File: src/pkg/fpls_pkg.sv
// Constants, codes and types shared by the flash command sequencer host.
// Assumes a byte-wide flash with a two-cycle command interface and status byte.
package fpls_pkg;

  // ****************************************************************
  // Flash command codes
  // ****************************************************************
  localparam logic [7:0] CODE_READ_ARRAY = 8'hff;
  localparam logic [7:0] CODE_ERASE_SETUP = 8'h20;
  localparam logic [7:0] CODE_CONFIRM = 8'hd0;
  localparam logic [7:0] CODE_WRITE_SETUP = 8'h40;
  localparam logic [7:0] CODE_LOCK_SETUP = 8'h60;
  localparam logic [7:0] CODE_LOCK_BLOCK = 8'h01;
  localparam logic [7:0] CODE_LOCK_MASTER = 8'hf1;
  localparam logic [7:0] CODE_CLEAR_STATUS = 8'h50;

  // ****************************************************************
  // Flash status byte fields
  // ****************************************************************
  localparam int SR_MACHINE_READY = 7;
  localparam int SR_ERASE_FAIL = 5;
  localparam int SR_PROGRAM_FAIL = 4;
  localparam logic [7:0] SR_ERROR_MASK = 8'h3a;

  // ****************************************************************
  // Own register map (byte offsets) and status word fields
  // ****************************************************************
  localparam logic [7:0] REG_CTRL = 8'h00;
  localparam logic [7:0] REG_CMD = 8'h04;
  localparam logic [7:0] REG_ADDR = 8'h08;
  localparam logic [7:0] REG_DATA = 8'h0c;
  localparam logic [7:0] REG_STATUS = 8'h10;
  localparam logic [7:0] REG_RDATA = 8'h14;
  localparam int ST_ACCUM_LSB = 8;
  localparam int ST_BUSY = 16;
  localparam int ST_SEQ_ERR = 17;
  localparam int ST_READY_PIN = 18;
  localparam int ST_POWER_OK = 19;
  localparam int ST_ABORT = 20;
  localparam int ST_DONE = 21;
  localparam logic [1:0] RESP_OKAY = 2'b00;
  localparam logic [1:0] RESP_SLVERR = 2'b10;

  // ****************************************************************
  // Timing
  // ****************************************************************
  localparam int CLK_PERIOD_NS = 4;
  localparam int BUS_PHASE_NS = 60;
  localparam logic [7:0] PHASE_CYC = 8'((BUS_PHASE_NS + CLK_PERIOD_NS - 1) / CLK_PERIOD_NS);

  // ****************************************************************
  // Operations and sequencer states
  // ****************************************************************
  typedef enum logic [2:0] {
    OP_READ_ARRAY = 3'b000,
    OP_ERASE = 3'b001,
    OP_PROGRAM = 3'b010,
    OP_LOCK_BLOCK = 3'b011,
    OP_LOCK_MASTER = 3'b100,
    OP_CLEAR_LOCKS = 3'b101,
    OP_CLEAR_STATUS = 3'b110,
    OP_READ_BYTE = 3'b111
  } fpls_op_t;

  typedef enum logic [2:0] {
    S_IDLE = 3'b000,
    S_WR = 3'b001,
    S_WREC = 3'b010,
    S_RD = 3'b011,
    S_RREC = 3'b100
  } fpls_state_t;

endpackage

File: src/hdl/fpls_sync.sv
// Three-stage synchroniser for pin inputs, one chain per bit.
// Assumes inputs are asynchronous to aclk; output moves when stages two and three agree.
module fpls_sync
  import fpls_pkg::*;
#(
  parameter int WIDTH = 1
)
(
  input wire logic aclk,
  input wire logic aresetn,
  input wire logic [WIDTH-1:0] din,
  output logic [WIDTH-1:0] dout
);

  typedef struct packed {
    logic [WIDTH-1:0] s1;
    logic [WIDTH-1:0] s2;
    logic [WIDTH-1:0] s3;
    logic [WIDTH-1:0] q;
  } fpls_sync_t;

  fpls_sync_t st_r;
  fpls_sync_t st_nxt;

  // Shift chain; output follows only an agreed value
  always_comb
  begin
    st_nxt = st_r;
    st_nxt.s1 = din;
    st_nxt.s2 = st_r.s1;
    st_nxt.s3 = st_r.s2;
    for (int i = 0; i < WIDTH; i++)
    begin
      if (st_r.s2[i] == st_r.s3[i])
      begin
        st_nxt.q[i] = st_r.s3[i];
      end
    end
  end

  // State register
  always_ff @(posedge aclk)
  begin
    if (!aresetn)
    begin
      st_r <= '0;
    end
    else
    begin
      st_r <= st_nxt;
    end
  end

  assign dout = st_r.q;

endmodule // fpls_sync

File: src/hdl/fpls_host.sv
// Host-side sequencer driving a byte-wide flash through its pins, set up over AXI4-Lite.
// Assumes aclk at 250 MHz and a flash that shows its status byte after each confirm write.
//
// Register access over AXI4-Lite and the register offsets were chosen for this implementation.
module fpls_host
  import fpls_pkg::*;
(
  input wire logic aclk,
  input wire logic aresetn,
  input wire logic [7:0] s_axi_awaddr,
  input wire logic s_axi_awvalid,
  output logic s_axi_awready,
  input wire logic [31:0] s_axi_wdata,
  input wire logic [3:0] s_axi_wstrb,
  input wire logic s_axi_wvalid,
  output logic s_axi_wready,
  output logic [1:0] s_axi_bresp,
  output logic s_axi_bvalid,
  input wire logic s_axi_bready,
  input wire logic [7:0] s_axi_araddr,
  input wire logic s_axi_arvalid,
  output logic s_axi_arready,
  output logic [31:0] s_axi_rdata,
  output logic [1:0] s_axi_rresp,
  output logic s_axi_rvalid,
  input wire logic s_axi_rready,
  output logic [19:0] flash_addr,
  input wire logic [7:0] flash_dq_i,
  output logic [7:0] flash_dq_o,
  output logic flash_dq_oe,
  output logic flash_ce_n,
  output logic flash_we_n,
  output logic flash_oe_n,
  output logic reset_powerdown_n,
  input wire logic ready_busy_n,
  input wire logic system_power_ok
);

  // ****************************************************************
  // State
  // ****************************************************************
  typedef struct packed {
    logic aw_have;
    logic [7:0] aw_addr;
    logic w_have;
    logic [31:0] w_data;
    logic w_lane0;
    logic bvalid;
    logic [1:0] bresp;
    logic rvalid;
    logic [31:0] rdata;
    logic [1:0] rresp;
    logic pd_req;
    fpls_state_t st;
    fpls_op_t op;
    logic [1:0] step;
    logic [7:0] cnt;
    logic [19:0] addr;
    logic [7:0] wbyte;
    logic [7:0] dq;
    logic [7:0] stat;
    logic [7:0] accum;
    logic [7:0] rbyte;
    logic busy;
    logic done;
    logic abort;
    logic pin_rst_n;
    logic ce_n;
    logic we_n;
    logic oe_n;
    logic dq_oe;
  } fpls_host_t;

  fpls_host_t st_r;
  fpls_host_t st_nxt;
  logic [9:0] pins_sync;
  logic [7:0] dq_sync;
  logic rb_pin_sync;
  logic pok_sync;
  logic [31:0] rd_word;
  logic cmd_write;
  logic two_cycle;

  // Pin inputs pass the three-stage synchroniser
  fpls_sync #(.WIDTH(10)) u_sync (
    .aclk(aclk),
    .aresetn(aresetn),
    .din({system_power_ok, ready_busy_n, flash_dq_i}),
    .dout(pins_sync)
  );
  assign dq_sync = pins_sync[7:0];
  assign rb_pin_sync = pins_sync[8];
  assign pok_sync = pins_sync[9];

  // First and second command byte of each operation
  function automatic logic [7:0] first_code(input fpls_op_t op);
    case (op)
      OP_ERASE: first_code = CODE_ERASE_SETUP;
      OP_PROGRAM: first_code = CODE_WRITE_SETUP;
      OP_LOCK_BLOCK, OP_LOCK_MASTER, OP_CLEAR_LOCKS: first_code = CODE_LOCK_SETUP;
      OP_CLEAR_STATUS: first_code = CODE_CLEAR_STATUS;
      default: first_code = CODE_READ_ARRAY;
    endcase
  endfunction

  function automatic logic [7:0] second_code(input fpls_op_t op, input logic [7:0] wbyte);
    case (op)
      OP_PROGRAM: second_code = wbyte;
      OP_LOCK_BLOCK: second_code = CODE_LOCK_BLOCK;
      OP_LOCK_MASTER: second_code = CODE_LOCK_MASTER;
      default: second_code = CODE_CONFIRM;
    endcase
  endfunction

  // Status word seen by software
  always_comb
  begin
    rd_word = '0;
    rd_word[7:0] = st_r.stat & ~8'h01;
    rd_word[ST_ACCUM_LSB +: 8] = st_r.accum;
    rd_word[ST_BUSY] = st_r.busy;
    rd_word[ST_SEQ_ERR] = st_r.accum[SR_ERASE_FAIL] & st_r.accum[SR_PROGRAM_FAIL];
    rd_word[ST_READY_PIN] = rb_pin_sync;
    rd_word[ST_POWER_OK] = pok_sync;
    rd_word[ST_ABORT] = st_r.abort;
    rd_word[ST_DONE] = st_r.done;
  end

  assign cmd_write = st_r.aw_have && st_r.w_have && !st_r.bvalid && st_r.w_lane0 && (st_r.aw_addr == REG_CMD);
  assign two_cycle = (st_r.op != OP_READ_ARRAY) && (st_r.op != OP_CLEAR_STATUS) && (st_r.op != OP_READ_BYTE);

  // ****************************************************************
  // Next state: bus slave and flash sequencer
  // ****************************************************************
  always_comb
  begin
    st_nxt = st_r;
    // Address and data channels are taken in either order
    if (s_axi_awvalid && s_axi_awready)
    begin
      st_nxt.aw_have = 1'b1;
      st_nxt.aw_addr = s_axi_awaddr;
    end
    if (s_axi_wvalid && s_axi_wready)
    begin
      st_nxt.w_have = 1'b1;
      st_nxt.w_data = s_axi_wdata;
      st_nxt.w_lane0 = s_axi_wstrb[0];
    end
    if (s_axi_bvalid && s_axi_bready)
    begin
      st_nxt.bvalid = 1'b0;
    end
    // Register write once both halves are in
    if (st_r.aw_have && st_r.w_have && !st_r.bvalid)
    begin
      st_nxt.aw_have = 1'b0;
      st_nxt.w_have = 1'b0;
      st_nxt.bvalid = 1'b1;
      st_nxt.bresp = RESP_OKAY;
      case (st_r.aw_addr)
        REG_CTRL: if (st_r.w_lane0) st_nxt.pd_req = st_r.w_data[0];
        REG_CMD: ;
        REG_ADDR: if (st_r.w_lane0) st_nxt.addr = st_r.w_data[19:0];
        REG_DATA: if (st_r.w_lane0) st_nxt.wbyte = st_r.w_data[7:0];
        REG_STATUS, REG_RDATA: ;
        default: st_nxt.bresp = RESP_SLVERR;
      endcase
    end
    // Read channel
    if (s_axi_rvalid && s_axi_rready)
    begin
      st_nxt.rvalid = 1'b0;
    end
    if (s_axi_arvalid && s_axi_arready)
    begin
      st_nxt.rvalid = 1'b1;
      st_nxt.rresp = RESP_OKAY;
      case (s_axi_araddr)
        REG_CTRL: st_nxt.rdata = {31'h0, st_r.pd_req};
        REG_CMD: st_nxt.rdata = {29'h0, st_r.op};
        REG_ADDR: st_nxt.rdata = {12'h000, st_r.addr};
        REG_DATA: st_nxt.rdata = {24'h000000, st_r.wbyte};
        REG_STATUS: st_nxt.rdata = rd_word;
        REG_RDATA: st_nxt.rdata = {24'h000000, st_r.rbyte};
        default:
        begin
          st_nxt.rdata = '0;
          st_nxt.rresp = RESP_SLVERR;
        end
      endcase
    end
    // Reset pin held low unless power is good and no power-down asked
    st_nxt.pin_rst_n = pok_sync && !st_nxt.pd_req;
    if (st_r.cnt != 8'h00)
    begin
      st_nxt.cnt = st_r.cnt - 8'h01;
    end
    case (st_r.st)
      S_IDLE:
      begin
        // Commands are taken only while idle, so the next op waits on the poll
        if (cmd_write && st_r.pin_rst_n)
        begin
          st_nxt.op = fpls_op_t'(st_r.w_data[2:0]);
          st_nxt.step = 2'd0;
          st_nxt.busy = 1'b1;
          st_nxt.done = 1'b0;
          st_nxt.abort = 1'b0;
          st_nxt.cnt = PHASE_CYC - 8'h01;
          st_nxt.dq = first_code(fpls_op_t'(st_r.w_data[2:0]));
          st_nxt.st = (fpls_op_t'(st_r.w_data[2:0]) == OP_READ_BYTE) ? S_RD : S_WR;
          if (fpls_op_t'(st_r.w_data[2:0]) == OP_CLEAR_STATUS)
          begin
            st_nxt.accum = 8'h00;
          end
        end
      end
      S_WR:
      begin
        if (st_r.cnt == 8'h00)
        begin
          st_nxt.st = S_WREC;
          st_nxt.cnt = PHASE_CYC - 8'h01;
        end
      end
      S_WREC:
      begin
        if (st_r.cnt == 8'h00)
        begin
          st_nxt.cnt = PHASE_CYC - 8'h01;
          if (st_r.step == 2'd0 && two_cycle)
          begin
            st_nxt.step = 2'd1;
            st_nxt.dq = second_code(st_r.op, st_r.wbyte);
            st_nxt.st = S_WR;
          end
          else if (st_r.step == 2'd1)
          begin
            st_nxt.st = S_RD;
          end
          else
          begin
            st_nxt.st = S_IDLE;
            st_nxt.busy = 1'b0;
            st_nxt.done = 1'b1;
          end
        end
      end
      S_RD:
      begin
        if (st_r.cnt == 8'h00)
        begin
          st_nxt.st = S_RREC;
          st_nxt.cnt = PHASE_CYC - 8'h01;
          if (st_r.op == OP_READ_BYTE)
          begin
            st_nxt.rbyte = dq_sync;
          end
          else
          begin
            st_nxt.stat = dq_sync;
          end
        end
      end
      S_RREC:
      begin
        if (st_r.cnt == 8'h00)
        begin
          st_nxt.cnt = PHASE_CYC - 8'h01;
          if (st_r.op == OP_READ_BYTE)
          begin
            st_nxt.st = S_IDLE;
            st_nxt.busy = 1'b0;
            st_nxt.done = 1'b1;
          end
          else if (st_r.stat[SR_MACHINE_READY])
          begin
            st_nxt.accum = st_r.accum | (st_r.stat & SR_ERROR_MASK);
            st_nxt.step = 2'd2;
            st_nxt.dq = CODE_READ_ARRAY;
            st_nxt.st = S_WR;
          end
          else
          begin
            st_nxt.st = S_RD;
          end
        end
      end
      default: st_nxt.st = S_IDLE;
    endcase
    // Losing the reset pin ends any sequence in progress
    if (!st_nxt.pin_rst_n && st_r.st != S_IDLE)
    begin
      st_nxt.st = S_IDLE;
      st_nxt.busy = 1'b0;
      st_nxt.abort = 1'b1;
    end
    st_nxt.ce_n = !(st_nxt.st == S_WR || st_nxt.st == S_RD);
    st_nxt.we_n = !(st_nxt.st == S_WR);
    st_nxt.oe_n = !(st_nxt.st == S_RD);
    st_nxt.dq_oe = (st_nxt.st == S_WR || st_nxt.st == S_WREC);
  end

  // State register
  always_ff @(posedge aclk)
  begin
    if (!aresetn)
    begin
      // Strobes are active low, so reset leaves them released
      st_r <= '0;
      st_r.ce_n <= 1'b1;
      st_r.we_n <= 1'b1;
      st_r.oe_n <= 1'b1;
    end
    else
    begin
      st_r <= st_nxt;
    end
  end

  // ****************************************************************
  // Outputs
  // ****************************************************************
  assign s_axi_awready = !st_r.aw_have && !st_r.bvalid;
  assign s_axi_wready = !st_r.w_have && !st_r.bvalid;
  assign s_axi_bvalid = st_r.bvalid;
  assign s_axi_bresp = st_r.bresp;
  assign s_axi_arready = !st_r.rvalid;
  assign s_axi_rvalid = st_r.rvalid;
  assign s_axi_rdata = st_r.rdata;
  assign s_axi_rresp = st_r.rresp;
  assign flash_addr = st_r.addr;
  assign flash_dq_o = st_r.dq;
  assign flash_dq_oe = st_r.dq_oe;
  assign flash_ce_n = st_r.ce_n;
  assign flash_we_n = st_r.we_n;
  assign flash_oe_n = st_r.oe_n;
  assign reset_powerdown_n = st_r.pin_rst_n;
endmodule // fpls_host

File: config.mk
export PLATFORM = sky130hd
export DESIGN_NAME = fpls_host
export DESIGN_NICKNAME = d
export VERILOG_FILES = /design/src/pkg/fpls_pkg.sv /design/src/hdl/fpls_sync.sv /design/src/hdl/fpls_host.sv
export SDC_FILE = /design/constraint.sdc
export NUM_CORES = 1
export LEC_CHECK = 0
export BUFFER_PORTS_ARGS = -buffer_cell sky130_fd_sc_hd__buf_2
export CAP_MARGIN = 40
export CORE_AREA = 2 2 151 153
export CTS_CLUSTER_SIZE = 14
export DETAILED_ROUTE_END_ITERATION = 6
export DIE_AREA = 0 0 153 155
export PLACE_DENSITY_LB_ADDON = 0.15
export SYNTH_ARGS = -nofsm -noshare
export SYNTH_HDL_FRONTEND = slang
export SYNTH_HIERARCHICAL = 1
export SYNTH_SLANG_ARGS = --single-unit
File: constraint.sdc
create_clock -name aclk -period 3.5 [get_ports aclk]
set_clock_uncertainty 0.1 [all_clocks]
set_input_delay 0.35 -clock aclk [delete_from_list [all_inputs] [get_ports aclk]]
set_output_delay 0.35 -clock aclk [all_outputs]
set_load 0.01 [all_outputs]
==> impl_metrics.yaml <==
status:
  status: "complete, no violations"
layout:
  nets: 961
  multi_input_area_um2: 3300
  diodes: 0
  final_core_util_pct: 38.3
  area_growth_pct: 11.8
  fill_cells: 2303
  seqCellArea_um2: 3540
  drive_gt1_share_pct: 20.3
worst_setup_path:
  cp-end-kind: "flip-flop"
  r2r_start: "st_r[68]$_SDFF_PN0_"
  start_kind: "flip-flop"
  critical_path_required_ns: 3.69
  cp-startpoint: "st_r[68]$_SDFF_PN0_"
  path_max_fanout: 10
  cp.arrival_ns: 2.68
  worstSetupPathType: "reg -> reg"
hold_path:
  hp-class: "in -> reg"
  min_from: "flash_dq_i[6]"
flow_run:
  maxCapViolations: 0
global_routing:
  antenna_found_initial: 0
  track_usage_pct: 15.6
  grt_overflow: 0
  grt_max_degree: 57
  grt_pass1_wl_mm: 29.3
  grt_pass1_vias: 5295
routing:
  met1_length_mm: 9.62
  routed_via_density: 4.81
  vias: 5709
  route.met2.wl_mm: 8.19
  drcViolationCount: 0
  drtPass1Iterations: 6
  top_layer_used: "met4"
  wl_mm: 18.7
  drtIter0Drc: 407
  wire_per_inst_um: 15.7
  ant_nets: 0
  wl_met3_um: 729
floorplanning:
  num_rows: 55
  io_pins: 143
  fp.dieH_um: 155
  dieWidth_um: 153
  initial_core_util_pct: 34.2
  core_area_um2: 22200
  die-area_um2: 23700
power_and_ir_drop:
  switching_share_pct: 26.4
  p_leak_nw: 3.45
  power_density_nw_per_um2: 558
  p_sw_mw: 1.25
  power_frac_comb_pct: 11.4
  p_int_mw: 3.49
  clkPwrFrac_pct: 42.7
  vdd_ir_drop_max_mv: 0.253
  seq_power_share_pct: 45.9
sta:
  finalHoldViolations: 0
  setup_tns_ns: 0
  period_needed_ns: 2.50
  max-slew-margin-rel_pct: 45.6
  final_max_slew_viol_count: 0
  setup_viol: 0
  fin_crit_sh_pct: 71.3
  rsz0062_at_grt: "false"
  fmax_mhz: 401
  tightest_slew_ns: 0.816
clock_network:
  postCtsSetupBuffers: 0
  cts_tree: "yes"
  cts_buffer_depth: 2
  root_buffer: "clkbuf_16"
  cts.sinks: 177
  cts.reportedPaths.clkPinSlew_ns: 0.07
  htree_levels: 4
  cts_buffers: 17
  clock_latency_ns: 0.43
yosys:
  ys_seq_area_share_pct: 46.6
  synth_top_area_share_pct: 46.6
  ys_warn_count: 6
  yosysUniqueCellTypes: 69
  synth_seq_cells: 177
  netlist_instances: 861
  synthFlopType: "dfxtp_1"
  synth-edff-count: 0
  synth_area_um2: 7610
  synth.avg_cell_area_um2: 8.84
  async_flop_share_pct: 0
  synth_largest_area_cell: "dfxtp_1"
  synth_area_leaders: "dfxtp_1 (47%), buf_4 (7.6%), nand2_1 (7.2%)"
place:
  portBuffers: 115
  place.detailed.hpwl_mm: 13.3
  gp_congestion: 0.771
-- cells in the final DEF (no fill, tap or decap), types with 12 or more instances in the layout --
cell,n
nor2_1,73
buf_2,115
dfxtp_1,177
clkbuf_16,17
mux2i_1,42
o21ai_0,22
nand2_1,145
conb_1,12
a21oi_1,74
and2_1,33
-- flip-flops by register name (all words and copies together), names as in the netlist, 8 cells and up --
name	flops
u_sync/st_nxt	20
rd_word	14
flash_dq_o	8
st_r	64
flash_addr	20
u_sync/dout	10
s_axi_rdata	22
u_sync/st_r	10
-- power groups by stage --
stage | clock, mW | combinational [mW] | sequential, mW
after detailed placement | 0 | 0.545 | 2.22
after global routing | 2.17 | 0.614 | 2.19
final | 2.03 | 0.539 | 2.18
after global placement | 0 | 0.538 | 2.22
after CTS | 2.08 | 0.546 | 2.18
after floorplan | 0 | 0.426 | 2.20
-- cell families after synthesis --
kind of cell | Yosys count | synth area share (%)
DFF | 177 | 46.6
and+or+nand+nor | 324 | 20.2
adders and majority gates | 2 | 0.329
xor gates and xnor gates | 5 | 0.576
buffers and inverters | 132 | 10.6
muxes | 46 | 6.12
other | 1 | 0.0493
AOI/OAI and AO/OA | 174 | 15.5
-- worst max-delay path: stages, from the launching register on --
cell	delay [ns]
dfxtp_1	0.32
inv_1	0.08
ha_1	0.18
nor3b_2	0.52
o211ai_1	0.18
o31a_1	0.19
or3_1	0.58
mux2i_1	0.20
-- path summary, 6_finish.rpt --
check                                       to  cells after the start  slack [ns]
hold / removal    u_sync/st_nxt[26]$_SDFF_PN0_                      2        0.02
setup reg to reg    flash_dq_o[3]$_SDFFE_PN0P_                      7        1.00
hold reg to reg   u_sync/st_nxt[14]$_SDFF_PN0_                      1        0.33
setup / recovery    flash_dq_o[3]$_SDFFE_PN0P_                      7        1.00
-- cells in the mapped netlist (all sizes together), types with 9 or more instances --
cell type	number
a21oi	75
buf	88
nor3	11
and2	33
nor2	74
mux2i	42
inv	9
nand3	9
o21ai	22
a21boi	12
clkbuf	35
a2bb2oi	12
nand2	146
dfxtp	177
-- cell type report --
cell class / count / area share (%)
Sequential cell: 177 / 41.7
Multi-Input combinational cell: 563 / 38.8
Timing Repair Buffer: 122 / 7.65
Clock buffer: 19 / 5.09
Tap cell: 285 / 4.19
Clock inverter: 13 / 2.22
Inverter: 9 / 0.412
-- what timing repair did --
item	CTS	global route
hold endpoints to repair	1	0
gates resized for setup	0	0
hold buffers	1	0
-- stage by stage --
stage                     power [mW]  hold WS (ns)  setup slack [ns]  std cells  area (um2)
after floorplan                 2.63         0.306              1.32        872        7650
after global placement          2.76         0.318             0.851       1154        7860
after detailed placement        2.77         0.318             0.837       1155        7870
after CTS                       4.80       0.00235              1.00       1188        8500
after global routing            4.97       0.00889             0.814       1188        8500
final                           4.74        0.0204              1.00       1188        8500
-- per-layer routing --
metal	global-route usage (%)	vias to the layer above
met5	0	-
met4	4.10	0
met3	3.34	13
met2	23.6	113
met1	22.6	2658
li1	-	2925
Power figures use the tool's default switching activity.
